File: src/timer16_pkg.sv
package timer16_pkg;
  // Bus and data widths
  localparam int ADDR_W = 8;
  localparam int CNT_W = 16;
  localparam int PRESC_W = 10;

  // Register byte addresses, one word each
  localparam logic [ADDR_W-1:0] ADDR_CONTROL_A = 8'h00;
  localparam logic [ADDR_W-1:0] ADDR_CONTROL_B = 8'h04;
  localparam logic [ADDR_W-1:0] ADDR_PIN_SELECT = 8'h08;
  localparam logic [ADDR_W-1:0] ADDR_PIN_DIRECTION = 8'h0C;
  localparam logic [ADDR_W-1:0] ADDR_COUNT_LOW = 8'h10;
  localparam logic [ADDR_W-1:0] ADDR_COUNT_HIGH = 8'h14;
  localparam logic [ADDR_W-1:0] ADDR_COMPARE_A_LOW = 8'h18;
  localparam logic [ADDR_W-1:0] ADDR_COMPARE_A_HIGH = 8'h1C;
  localparam logic [ADDR_W-1:0] ADDR_COMPARE_B_LOW = 8'h20;
  localparam logic [ADDR_W-1:0] ADDR_COMPARE_B_HIGH = 8'h24;
  localparam logic [ADDR_W-1:0] ADDR_CAPTURE_LOW = 8'h28;
  localparam logic [ADDR_W-1:0] ADDR_CAPTURE_HIGH = 8'h2C;
  localparam logic [ADDR_W-1:0] ADDR_FLAGS = 8'h30;

  // Field positions
  localparam int CTRL_A_ACT_A_LSB = 6;
  localparam int CTRL_A_ACT_B_LSB = 4;
  localparam int CTRL_A_MODE_LSB = 0;
  localparam int CTRL_B_MODE_LSB = 3;
  localparam int CTRL_B_CS_LSB = 0;
  localparam int PIN_B_LSB = 4;
  localparam int FLAG_OVERFLOW = 0;
  localparam int FLAG_COMPARE_A = 1;
  localparam int FLAG_COMPARE_B = 2;
  localparam int FLAG_CAPTURE = 3;

  // Reset values and count limits
  localparam logic [7:0] BYTE_RESET = 8'h00;
  localparam logic [CNT_W-1:0] COUNT_RESET = 16'h0000;
  localparam logic [CNT_W-1:0] COUNT_BOTTOM = 16'h0000;
  localparam logic [CNT_W-1:0] COUNT_MAX = 16'hFFFF;
  localparam logic [CNT_W-1:0] COUNT_STEP = 16'h0001;

  // Waveform modes
  typedef enum logic [3:0] {
    MODE_NORMAL = 4'h0,
    MODE_CTC_COMPARE_A = 4'h4,
    MODE_CTC_CAPTURE = 4'hC,
    MODE_TOP_BUFFERED = 4'hF
  } wave_mode_t;

  // Compare output actions
  localparam logic [1:0] ACT_NONE = 2'h0;
  localparam logic [1:0] ACT_TOGGLE = 2'h1;
  localparam logic [1:0] ACT_CLEAR = 2'h2;
  localparam logic [1:0] ACT_SET = 2'h3;

  // Clock source codes
  localparam logic [2:0] CS_STOP = 3'h0;
  localparam logic [2:0] CS_DIV1 = 3'h1;
  localparam logic [2:0] CS_DIV8 = 3'h2;
  localparam logic [2:0] CS_DIV64 = 3'h3;
  localparam logic [2:0] CS_DIV256 = 3'h4;
  localparam logic [2:0] CS_DIV1024 = 3'h5;
  localparam logic [2:0] CS_EXT_FALL = 3'h6;
  localparam logic [2:0] CS_EXT_RISE = 3'h7;

  // Prescaler masks, tick when masked count is all ones
  localparam logic [PRESC_W-1:0] MASK_DIV8 = 10'h007;
  localparam logic [PRESC_W-1:0] MASK_DIV64 = 10'h03F;
  localparam logic [PRESC_W-1:0] MASK_DIV256 = 10'h0FF;
  localparam logic [PRESC_W-1:0] MASK_DIV1024 = 10'h3FF;
  localparam logic [PRESC_W-1:0] PRESC_STEP = 10'h001;
endpackage

File: src/timer16_clock_select.sv
`timescale 1ns/1ps
module timer16_clock_select (
  // Clock and reset
  input wire logic clk_in,
  input wire logic rst_n_in,
  // Source selection
  input wire logic [2:0] clock_source_sel_in,
  input wire logic ext_clock_in,
  // Timer clock enable
  output logic timer_tick_out
);
  import timer16_pkg::*;

  logic [PRESC_W-1:0] presc_r;
  logic ext_meta_r;
  logic ext_sync_r;
  logic ext_prev_r;
  logic tick_nxt;

  // Free-running prescaler
  always_ff @(posedge clk_in or negedge rst_n_in) begin
    if (!rst_n_in) begin
      presc_r <= '0;
    end else begin
      presc_r <= presc_r + PRESC_STEP;
    end
  end

  // External pin synchroniser and edge history
  always_ff @(posedge clk_in or negedge rst_n_in) begin
    if (!rst_n_in) begin
      ext_meta_r <= 1'b0;
      ext_sync_r <= 1'b0;
      ext_prev_r <= 1'b0;
    end else begin
      ext_meta_r <= ext_clock_in;
      ext_sync_r <= ext_meta_r;
      ext_prev_r <= ext_sync_r;
    end
  end

  always_comb begin
    case (clock_source_sel_in)
      CS_STOP: tick_nxt = 1'b0;
      CS_DIV1: tick_nxt = 1'b1;
      CS_DIV8: tick_nxt = (presc_r & MASK_DIV8) == MASK_DIV8;
      CS_DIV64: tick_nxt = (presc_r & MASK_DIV64) == MASK_DIV64;
      CS_DIV256: tick_nxt = (presc_r & MASK_DIV256) == MASK_DIV256;
      CS_DIV1024: tick_nxt = (presc_r & MASK_DIV1024) == MASK_DIV1024;
      CS_EXT_FALL: tick_nxt = ext_prev_r & ~ext_sync_r;
      CS_EXT_RISE: tick_nxt = ~ext_prev_r & ext_sync_r;
      default: tick_nxt = 1'b0;
    endcase
  end

  // Registered tick
  always_ff @(posedge clk_in or negedge rst_n_in) begin
    if (!rst_n_in) begin
      timer_tick_out <= 1'b0;
    end else begin
      timer_tick_out <= tick_nxt;
    end
  end
endmodule

File: src/timer16_normal_ctc.sv
`timescale 1ns/1ps
module timer16_normal_ctc #(
  parameter int PINS = 4
) (
  // Clock and reset
  input wire logic clk_in,
  input wire logic rst_n_in,
  // AHB-Lite slave
  input wire logic hsel_in,
  input wire logic [timer16_pkg::ADDR_W-1:0] haddr_in,
  input wire logic [1:0] htrans_in,
  input wire logic hwrite_in,
  input wire logic [2:0] hsize_in,
  input wire logic [31:0] hwdata_in,
  input wire logic hready_in,
  output logic [31:0] hrdata_out,
  output logic hreadyout_out,
  output logic hresp_out,
  // Timer inputs
  input wire logic ext_clock_in,
  input wire logic capture_pin_in,
  // Interrupt service acknowledges, one per source
  input wire logic [3:0] service_ack_in,
  // Interrupt source flags
  output logic overflow_flag_out,
  output logic compare_a_flag_out,
  output logic compare_b_flag_out,
  output logic capture_flag_out,
  // Waveform pins
  output logic [PINS-1:0] pin_a_out,
  output logic [PINS-1:0] pin_a_oe_n_out,
  output logic [PINS-1:0] pin_b_out,
  output logic [PINS-1:0] pin_b_oe_n_out
);
  import timer16_pkg::*;

  // Control state
  logic [1:0] act_a_r;
  logic [1:0] act_b_r;
  logic [3:0] waveform_mode_sel_r;
  logic [2:0] clock_source_sel_r;
  logic [PINS-1:0] compare_a_pin_select_r;
  logic [PINS-1:0] compare_b_pin_select_r;
  logic [PINS-1:0] dir_a_r;
  logic [PINS-1:0] dir_b_r;
  // Timer state
  logic [CNT_W-1:0] count_value_r;
  logic [CNT_W-1:0] compare_a_value_r;
  logic [CNT_W-1:0] compare_a_live_r;
  logic [CNT_W-1:0] compare_b_value_r;
  logic [CNT_W-1:0] capture_value_r;
  logic [7:0] temp_high_r;
  logic overflow_flag_r;
  logic compare_a_flag_r;
  logic compare_b_flag_r;
  logic capture_flag_r;
  logic wave_a_r;
  logic wave_b_r;
  logic block_match_r;
  // Bus data phase
  logic dp_write_r;
  logic [ADDR_W-1:0] dp_addr_r;
  // Capture pin synchroniser
  logic cap_meta_r;
  logic cap_sync_r;
  logic cap_prev_r;

  logic timer_tick;
  logic addr_phase;
  logic rd_en;
  logic [7:0] wdata;
  logic [7:0] rd_byte;
  logic [7:0] rd_temp;
  logic rd_latch;
  logic [CNT_W-1:0] top_value;
  logic [CNT_W-1:0] compare_a_eff;
  logic clears_at_top;
  logic buffered_top;
  logic top_match;
  logic cmp_a_hit;
  logic cmp_b_hit;
  logic cap_edge;
  logic set_ovf;
  logic set_cap;
  logic [3:0] flag_clr;

  // Timer clock source
  timer16_clock_select u_clock_select (
    .clk_in(clk_in),
    .rst_n_in(rst_n_in),
    .clock_source_sel_in(clock_source_sel_r),
    .ext_clock_in(ext_clock_in),
    .timer_tick_out(timer_tick)
  );

  // Bus decode
  assign addr_phase = hsel_in & htrans_in[1] & hready_in;
  assign rd_en = addr_phase & ~hwrite_in;
  assign wdata = hwdata_in[7:0];

  // Address phase capture
  always_ff @(posedge clk_in or negedge rst_n_in) begin
    if (!rst_n_in) begin
      dp_write_r <= 1'b0;
      dp_addr_r <= '0;
    end else begin
      dp_write_r <= addr_phase & hwrite_in;
      if (addr_phase) begin
        dp_addr_r <= haddr_in;
      end
    end
  end

  // Zero-wait OKAY answer
  always_ff @(posedge clk_in or negedge rst_n_in) begin
    if (!rst_n_in) begin
      hreadyout_out <= 1'b0;
      hresp_out <= 1'b0;
    end else begin
      hreadyout_out <= 1'b1;
      hresp_out <= 1'b0;
    end
  end

  // Read mux; low-byte reads fetch high byte into temp
  always_comb begin
    rd_byte = BYTE_RESET;
    rd_temp = BYTE_RESET;
    rd_latch = 1'b0;
    case (haddr_in)
      ADDR_CONTROL_A: rd_byte = {act_a_r, act_b_r, 2'h0,
                                 waveform_mode_sel_r[1:0]};
      ADDR_CONTROL_B: rd_byte = {3'h0, waveform_mode_sel_r[3:2],
                                 clock_source_sel_r};
      ADDR_PIN_SELECT: rd_byte = 8'({compare_b_pin_select_r,
                                     compare_a_pin_select_r});
      ADDR_PIN_DIRECTION: rd_byte = 8'({dir_b_r, dir_a_r});
      ADDR_COUNT_LOW: begin
        rd_byte = count_value_r[7:0];
        rd_temp = count_value_r[15:8];
        rd_latch = 1'b1;
      end
      ADDR_COMPARE_A_LOW: begin
        rd_byte = compare_a_value_r[7:0];
        rd_temp = compare_a_value_r[15:8];
        rd_latch = 1'b1;
      end
      ADDR_COMPARE_B_LOW: begin
        rd_byte = compare_b_value_r[7:0];
        rd_temp = compare_b_value_r[15:8];
        rd_latch = 1'b1;
      end
      ADDR_CAPTURE_LOW: begin
        rd_byte = capture_value_r[7:0];
        rd_temp = capture_value_r[15:8];
        rd_latch = 1'b1;
      end
      ADDR_COUNT_HIGH, ADDR_COMPARE_A_HIGH,
      ADDR_COMPARE_B_HIGH, ADDR_CAPTURE_HIGH: rd_byte = temp_high_r;
      ADDR_FLAGS: rd_byte = {4'h0, capture_flag_r, compare_b_flag_r,
                             compare_a_flag_r, overflow_flag_r};
      default: rd_byte = BYTE_RESET;
    endcase
  end

  // Read data register
  always_ff @(posedge clk_in or negedge rst_n_in) begin
    if (!rst_n_in) begin
      hrdata_out <= '0;
    end else if (rd_en) begin
      hrdata_out <= {24'h000000, rd_byte};
    end
  end

  always_ff @(posedge clk_in or negedge rst_n_in) begin
    if (!rst_n_in) begin
      temp_high_r <= BYTE_RESET;
    end else if (dp_write_r && (dp_addr_r == ADDR_COUNT_HIGH ||
                 dp_addr_r == ADDR_COMPARE_A_HIGH ||
                 dp_addr_r == ADDR_COMPARE_B_HIGH ||
                 dp_addr_r == ADDR_CAPTURE_HIGH)) begin
      // high byte goes to temp only
      temp_high_r <= wdata;
    end else if (rd_en && rd_latch) begin
      temp_high_r <= rd_temp;
    end
  end

  // Control registers
  always_ff @(posedge clk_in or negedge rst_n_in) begin
    if (!rst_n_in) begin
      act_a_r <= ACT_NONE;
      act_b_r <= ACT_NONE;
      waveform_mode_sel_r <= MODE_NORMAL;
      clock_source_sel_r <= CS_STOP;
      compare_a_pin_select_r <= '0;
      compare_b_pin_select_r <= '0;
      dir_a_r <= '0;
      dir_b_r <= '0;
    end else if (dp_write_r) begin
      case (dp_addr_r)
        ADDR_CONTROL_A: begin
          act_a_r <= wdata[CTRL_A_ACT_A_LSB +: 2];
          act_b_r <= wdata[CTRL_A_ACT_B_LSB +: 2];
          waveform_mode_sel_r[1:0] <= wdata[CTRL_A_MODE_LSB +: 2];
        end
        ADDR_CONTROL_B: begin
          waveform_mode_sel_r[3:2] <= wdata[CTRL_B_MODE_LSB +: 2];
          clock_source_sel_r <= wdata[CTRL_B_CS_LSB +: 3];
        end
        ADDR_PIN_SELECT: begin
          compare_a_pin_select_r <= wdata[PINS-1:0];
          compare_b_pin_select_r <= wdata[PIN_B_LSB +: PINS];
        end
        ADDR_PIN_DIRECTION: begin
          dir_a_r <= wdata[PINS-1:0];
          dir_b_r <= wdata[PIN_B_LSB +: PINS];
        end
        default: begin
        end
      endcase
    end
  end

  // Top selection per mode
  always_comb begin
    clears_at_top = 1'b1;
    buffered_top = 1'b0;
    top_value = COUNT_MAX;
    case (waveform_mode_sel_r)
      // top from compare A or capture
      MODE_CTC_COMPARE_A: top_value = compare_a_value_r;
      MODE_CTC_CAPTURE: top_value = capture_value_r;
      MODE_TOP_BUFFERED: begin
        top_value = compare_a_live_r;
        buffered_top = 1'b1;
      end
      default: clears_at_top = 1'b0;
    endcase
  end

  // unbuffered compare A outside mode 15
  assign compare_a_eff = buffered_top ? compare_a_live_r : compare_a_value_r;

  // equality only, a passed top waits for wrap
  assign top_match = timer_tick & clears_at_top & ~block_match_r &
                     (count_value_r == top_value);
  assign cmp_a_hit = timer_tick & ~block_match_r &
                     (count_value_r == compare_a_eff);
  assign cmp_b_hit = timer_tick & ~block_match_r &
                     (count_value_r == compare_b_value_r);

  // Counter
  always_ff @(posedge clk_in or negedge rst_n_in) begin
    if (!rst_n_in) begin
      count_value_r <= COUNT_RESET;
    end else if (dp_write_r && dp_addr_r == ADDR_COUNT_LOW) begin
      // write wins at any time, all sixteen bits
      count_value_r <= {temp_high_r, wdata};
    end else if (top_match) begin
      count_value_r <= COUNT_BOTTOM;
    end else if (timer_tick) begin
      count_value_r <= count_value_r + COUNT_STEP;
    end
  end

  // Count write masks the match on the next tick
  always_ff @(posedge clk_in or negedge rst_n_in) begin
    if (!rst_n_in) begin
      block_match_r <= 1'b0;
    end else if (dp_write_r && dp_addr_r == ADDR_COUNT_LOW) begin
      block_match_r <= 1'b1;
    end else if (timer_tick) begin
      block_match_r <= 1'b0;
    end
  end

  // Compare registers
  always_ff @(posedge clk_in or negedge rst_n_in) begin
    if (!rst_n_in) begin
      compare_a_value_r <= COUNT_RESET;
      compare_b_value_r <= COUNT_RESET;
    end else if (dp_write_r) begin
      if (dp_addr_r == ADDR_COMPARE_A_LOW) begin
        compare_a_value_r <= {temp_high_r, wdata};
      end
      if (dp_addr_r == ADDR_COMPARE_B_LOW) begin
        compare_b_value_r <= {temp_high_r, wdata};
      end
    end
  end

  // live compare A reloads at top in mode 15
  always_ff @(posedge clk_in or negedge rst_n_in) begin
    if (!rst_n_in) begin
      compare_a_live_r <= COUNT_RESET;
    end else if (!buffered_top || top_match) begin
      compare_a_live_r <= compare_a_value_r;
    end
  end

  // Capture pin synchroniser
  always_ff @(posedge clk_in or negedge rst_n_in) begin
    if (!rst_n_in) begin
      cap_meta_r <= 1'b0;
      cap_sync_r <= 1'b0;
      cap_prev_r <= 1'b0;
    end else begin
      cap_meta_r <= capture_pin_in;
      cap_sync_r <= cap_meta_r;
      cap_prev_r <= cap_sync_r;
    end
  end

  // Capture on rising edge unless capture is the top
  assign cap_edge = cap_sync_r & ~cap_prev_r &
                    (waveform_mode_sel_r != MODE_CTC_CAPTURE);

  // Capture register
  always_ff @(posedge clk_in or negedge rst_n_in) begin
    if (!rst_n_in) begin
      capture_value_r <= COUNT_RESET;
    end else if (dp_write_r && dp_addr_r == ADDR_CAPTURE_LOW) begin
      // capture top takes effect at once
      capture_value_r <= {temp_high_r, wdata};
    end else if (cap_edge) begin
      capture_value_r <= count_value_r;
    end
  end

  // overflow when the count wraps from max, or at top in mode 15
  assign set_ovf = timer_tick & ~(dp_write_r &&
                   dp_addr_r == ADDR_COUNT_LOW) &
                   ((count_value_r == COUNT_MAX && !top_match) ||
                    (top_match && (buffered_top ||
                     count_value_r == COUNT_MAX)));
  // capture flag at top when capture defines it
  assign set_cap = cap_edge |
                   (top_match &
                    (waveform_mode_sel_r == MODE_CTC_CAPTURE));

  // Flag clears by write-one or by interrupt service
  assign flag_clr = service_ack_in |
                    ((dp_write_r && dp_addr_r == ADDR_FLAGS) ?
                     wdata[3:0] : 4'h0);

  // four sticky sources, set beats clear
  always_ff @(posedge clk_in or negedge rst_n_in) begin
    if (!rst_n_in) begin
      overflow_flag_r <= 1'b0;
      compare_a_flag_r <= 1'b0;
      compare_b_flag_r <= 1'b0;
      capture_flag_r <= 1'b0;
    end else begin
      overflow_flag_r <= set_ovf |
                         (overflow_flag_r & ~flag_clr[FLAG_OVERFLOW]);
      // compare A flag at every compare A match, top or not
      compare_a_flag_r <= cmp_a_hit |
                          (compare_a_flag_r & ~flag_clr[FLAG_COMPARE_A]);
      compare_b_flag_r <= cmp_b_hit |
                          (compare_b_flag_r & ~flag_clr[FLAG_COMPARE_B]);
      capture_flag_r <= set_cap |
                        (capture_flag_r & ~flag_clr[FLAG_CAPTURE]);
    end
  end

  assign overflow_flag_out = overflow_flag_r;
  assign compare_a_flag_out = compare_a_flag_r;
  assign compare_b_flag_out = compare_b_flag_r;
  assign capture_flag_out = capture_flag_r;

  // Compare output action on a match
  function automatic logic wave_next(input logic cur, input logic [1:0] act);
    case (act)
      ACT_TOGGLE: wave_next = ~cur;
      ACT_CLEAR: wave_next = 1'b0;
      ACT_SET: wave_next = 1'b1;
      default: wave_next = cur;
    endcase
  endfunction

  // act on each compare match; wave A toggles every 1 + compare A ticks in mode 4
  always_ff @(posedge clk_in or negedge rst_n_in) begin
    if (!rst_n_in) begin
      wave_a_r <= 1'b0;
      wave_b_r <= 1'b0;
    end else begin
      if (cmp_a_hit) begin
        wave_a_r <= wave_next(wave_a_r, act_a_r);
      end
      if (cmp_b_hit) begin
        wave_b_r <= wave_next(wave_b_r, act_b_r);
      end
    end
  end

  for (genvar i = 0; i < PINS; i++) begin : g_pin
    always_ff @(posedge clk_in or negedge rst_n_in) begin
      if (!rst_n_in) begin
        pin_a_out[i] <= 1'b0;
        pin_a_oe_n_out[i] <= 1'b1;
        pin_b_out[i] <= 1'b0;
        pin_b_oe_n_out[i] <= 1'b1;
      end else begin
        pin_a_out[i] <= wave_a_r;
        pin_b_out[i] <= wave_b_r;
        // driven only with direction and select set
        pin_a_oe_n_out[i] <= ~(dir_a_r[i] & compare_a_pin_select_r[i] &
                               (act_a_r != ACT_NONE));
        pin_b_oe_n_out[i] <= ~(dir_b_r[i] & compare_b_pin_select_r[i] &
                               (act_b_r != ACT_NONE));
      end
    end
  end
endmodule

File: config.mk
export PLATFORM = sky130hd
export DESIGN_NAME = timer16_normal_ctc
export DESIGN_NICKNAME = d
export VERILOG_FILES = /design/src/timer16_pkg.sv /design/src/timer16_clock_select.sv /design/src/timer16_normal_ctc.sv
export SDC_FILE = /design/constraint.sdc
export NUM_CORES = 1
export LEC_CHECK = 0
export ABC_AREA = 1
export BUFFER_PORTS_ARGS = -buffer_cell sky130_fd_sc_hd__buf_2
export CORE_ASPECT_RATIO = 0.8
export CORE_MARGIN = 2
export CORE_UTILIZATION = 45
export CTS_CLUSTER_DIAMETER = 100
export DETAILED_ROUTE_END_ITERATION = 8
export GPL_TIMING_DRIVEN = 0
export PLACE_DENSITY = 0.72
export SETUP_SLACK_MARGIN = 0.15
export SLEW_MARGIN = 20
export SYNTH_ARGS = -nofsm -noshare
export SYNTH_HDL_FRONTEND = slang
export SYNTH_HIERARCHICAL = 1
export SYNTH_SLANG_ARGS = --single-unit
File: constraint.sdc
create_clock -name clk_in -period 1.8 [get_ports clk_in]
set_input_delay 0.18 -clock clk_in [delete_from_list [all_inputs] [get_ports clk_in]]
set_output_delay 0.18 -clock clk_in [all_outputs]
set_load 0.02 [all_outputs]
==> metrics.yaml <==
status:
  outcome: "finished with violations"
  violations: "setup timing"
sta:
  fin_tns_setup_ns: -21.15
  hold_violations: 0
  fin_crit_ns: 2.359
  maxSlewViolCount: 0
  rsz0062_at_grt: "yes"
  hold_ws_ns: 0.04077
  skew_ns: 0.01047
  tightestPinTransition_ns: 0.6447
  setup_viol: 53
  min_period_over_period_pct: 131.1
  finalWorstSetupSlack_ns: -0.5593
  max_freq_ghz: 0.4239
  relSlewSlack_pct: 56.86
yosys:
  netlist_top_cells_count: "nand2_1, dfrtp_1, inv_1"
  synthArstFlopShare_pct: 100.0
  yosys.area.top_type: "dfrtp_1"
  synth-main-ff-cell: "dfrtp_1"
  synth-seq-cells: 167
  ys_top_cells_by_area: "dfrtp_1, nand2_1, o21ai_0"
  yosysSeqAreaShare_pct: 45.35
  synth-edff-count: 0
  syn_area_per_cell_um2: 7.678
  synth_area_um2: 9236
  synth_top_area_share_pct: 43.08
  synth_warnings: 6
  synth_most_common_cell: "nand2_1"
  synth.distinct_cells: 45
  netlist_instances: 1203
cts:
  htree_levels: 4
  clock_path_buffers: 2
  cts_sinks: 167
  cts-buffers-inserted: 17
  ctsRootBufferMaster: "clkbuf_16"
  clock_latency_ns: 0.45
  cts_tree: "yes"
  cts.clk_slew.worst_paths_ns: 0.08
power:
  power.density_nw_per_um2: 1194
  p_int_mw: 8.637
  p_sw_mw: 6.295
  seqPwrFrac_pct: 33.1
  leakage_nw: 6.115
  swShare_pct: 42.16
  p_clk_share_pct: 25.2
  peakVddDrop_uv: 620.0
  combPwrFrac_pct: 41.7
critical_path:
  worstPathMaxFanout: 5
  rr_worst_depth: 15
  r2r_start: "waveform_mode_sel_r[1]$_DFFE_PN0P_"
  reg2reg_to: "count_value_r[12]$_DFFE_PN0P_"
  setup.worst_path.class: "reg -> reg"
  arrival_ns: 2.69
  crit_path_start_kind: "flop"
  required_ns: 2.13
  rrSetupSlack_ns: -0.56
  endpoint_kind: "flop"
  cp-endpoint: "count_value_r[12]$_DFFE_PN0P_"
  startpoint: "waveform_mode_sel_r[1]$_DFFE_PN0P_"
global_routing:
  grt_max_degree: 88
  grt_pass1_wl_mm: 52.67
  track_usage_pct: 32.54
  gr-total-overflow: 0
  grt_pass1_vias: 9083
  antenna_found_initial: 1
drt:
  ant_nets: 0
  first_pass_iters: 6
  num_vias: 9795
  drt-vias-per-instance: 5.897
  wirelength_mm: 35.44
  drt-wirelength-per-cell_um: 21.34
  drt_iter0_drc: 1411
  drc: 0
floorplanning:
  die_w_um: 164.2
  start_util_pct: 46.25
  dieArea_um2: 21690
  die_y_um: 132.1
  core.rowCount: 46
  coreArea_um2: 19970
  io_pins: 110
placed_design:
  gp_congestion: 0.9492
  post-place-cells: 1548
  numPortBuffers: 56
  hpwl_mm: 24.28
final_layout:
  drive_gt1_share_pct: 30.52
  finalNonFillerCells: 1661
  syn2layout_area_growth_pct: 35.44
  nNetsFinal: 1442
flow_run:
  max_cap_viol_count: 0
worst_hold_path:
  hold_class: "in -> reg"
  hold_depth: 3
-- sequential cells by signal, indices dropped and copies added (netlist names), 8 cells and up --
| register | count |
|---|---|
| compare_b_value_r | 16 |
| compare_a_live_r | 16 |
| hrdata_out | 8 |
| capture_value_r | 16 |
| temp_high_r | 8 |
| compare_a_value_r | 16 |
| count_value_r | 16 |
| dp_addr_r | 8 |
| u_clock_select/presc_r | 10 |
-- area by class of cell --
| class | count | area [um^2] |
|---|---|---|
| Clock inverter | 15 | 177.7 |
| Tap cell | 264 | 330.3 |
| Fill cell | 1615 | 7462 |
| Sequential cell | 167 | 4204 |
| Timing Repair Buffer | 136 | 1166 |
| Clock buffer | 17 | 425.4 |
| Multi-Input combinational cell | 857 | 4991 |
| Inverter | 128 | 506.7 |
| Antenna cell | 1 | 2.502 |
| Buffer | 76 | 705.7 |
-- metrics by stage --
stage	area [um^2]	worst slack [ns]	power, mW	util (%)
final	12510	-0.5593	14.93	62.64
after global routing	12510	-0.6485	15.54	62.62
after CTS	11940	-0.4606	14.12	59.79
after detailed placement	10050	-0.7543	9.165	50.31
after global placement	10010	-2.180	9.139	50.12
after floorplan	9399	-0.1661	7.670	-
-- cells in the final DEF, fill, tap and decap left out, drive strengths merged --
cell type / n
nand2: 339
buf: 178
dfrtp: 159
inv: 132
o21ai: 100
nand3: 95
nor2: 88
o22ai: 46
clkbuf: 40
conb: 26
xor2: 26
a21oi: 25
nand4: 22
nor3: 17
o21bai: 13
o221ai: 12
dlygate4sd3: 11
o2111ai: 11
dfstp: 8
clkinv: 8
nand3b: 4
xnor2: 4
a211oi: 4
a221oi: 4
nor4: 4
clkinvlp: 3
ha: 3
a211o: 2
a21boi: 2
or2: 2
mux2: 2
diode: 1
o211ai: 1
o21a: 1
or3: 1
and3: 1
a22o: 1
o31ai: 1
-- what timing repair did --
item / 4_1_cts / 5_1_grt
cloned: 6 / 3
setup buffers: 41 / 19
setup endpoints to repair: 121 / 126
hold buffers: 11 / 0
gates resized for setup: 215 / 131
hold endpoints to repair: 86 / 0
pin swaps: 48 / 41
-- power groups by stage --
stage	Clock [mW]	Sequential (mW)	Combinational (mW)
floorplan	0	4.80	2.87
global placement	0	4.91	4.23
detailed placement	0	4.91	4.25
CTS	3.77	4.90	5.44
global route	3.94	4.99	6.61
finish	3.77	4.94	6.23
-- metal layers --
metal,track usage (%),vias to the layer above,wire (um)
met4,15.55,0,1817
met1,45.64,4638,14040
met2,45.56,702,14900
li1,-,4308,-
met3,10.10,147,4682
met5,0,-,0
-- critical path, stage by stage, from the launching register on --
cell and delay (ns):
dfrtp_2 0.46, nor2_4 0.23, buf_4 0.20, nand3_1 0.09, nand2_1 0.13, nor2_1 0.07
nand2_1 0.08, nand2_1 0.07, nor2_1 0.13, nand2_1 0.11, nor2_4 0.13, nand3_4 0.11
buf_12 0.15, nand2_8 0.08, buf_8 0.13, o21bai_1 0.07
-- logic make-up after synthesis --
| group | synth area share (%) |
|---|---|
| flops | 45.35 |
| mux | 0.2438 |
| simple gates | 26.50 |
| fa+ha+maj | 0.4064 |
| xor+xnor | 2.845 |
| other cells | 0.08131 |
| buf+inv | 10.05 |
| compound gates | 14.52 |
-- worst min path at each step --
stage	startpoint	to	slack [ns]
after CTS	haddr_in[4]	dp_addr_r[4]$_DFFE_PN0P_	0.03
after global routing	hwdata_in[4]	capture_value_r[4]$_DFFE_PN0P_	0.03
after floorplan	rst_n_in	act_a_r[0]$_DFFE_PN0P_	-0.12
after detailed placement	rst_n_in	u_clock_select/presc_r[5]$_DFF_PN0_	0.23
after global placement	ext_clock_in	u_clock_select/ext_meta_r$_DFF_PN0_	0.29
final	hwdata_in[4]	capture_value_r[4]$_DFFE_PN0P_	0.04
Note: power is estimated with default switching activity, not from simulation.
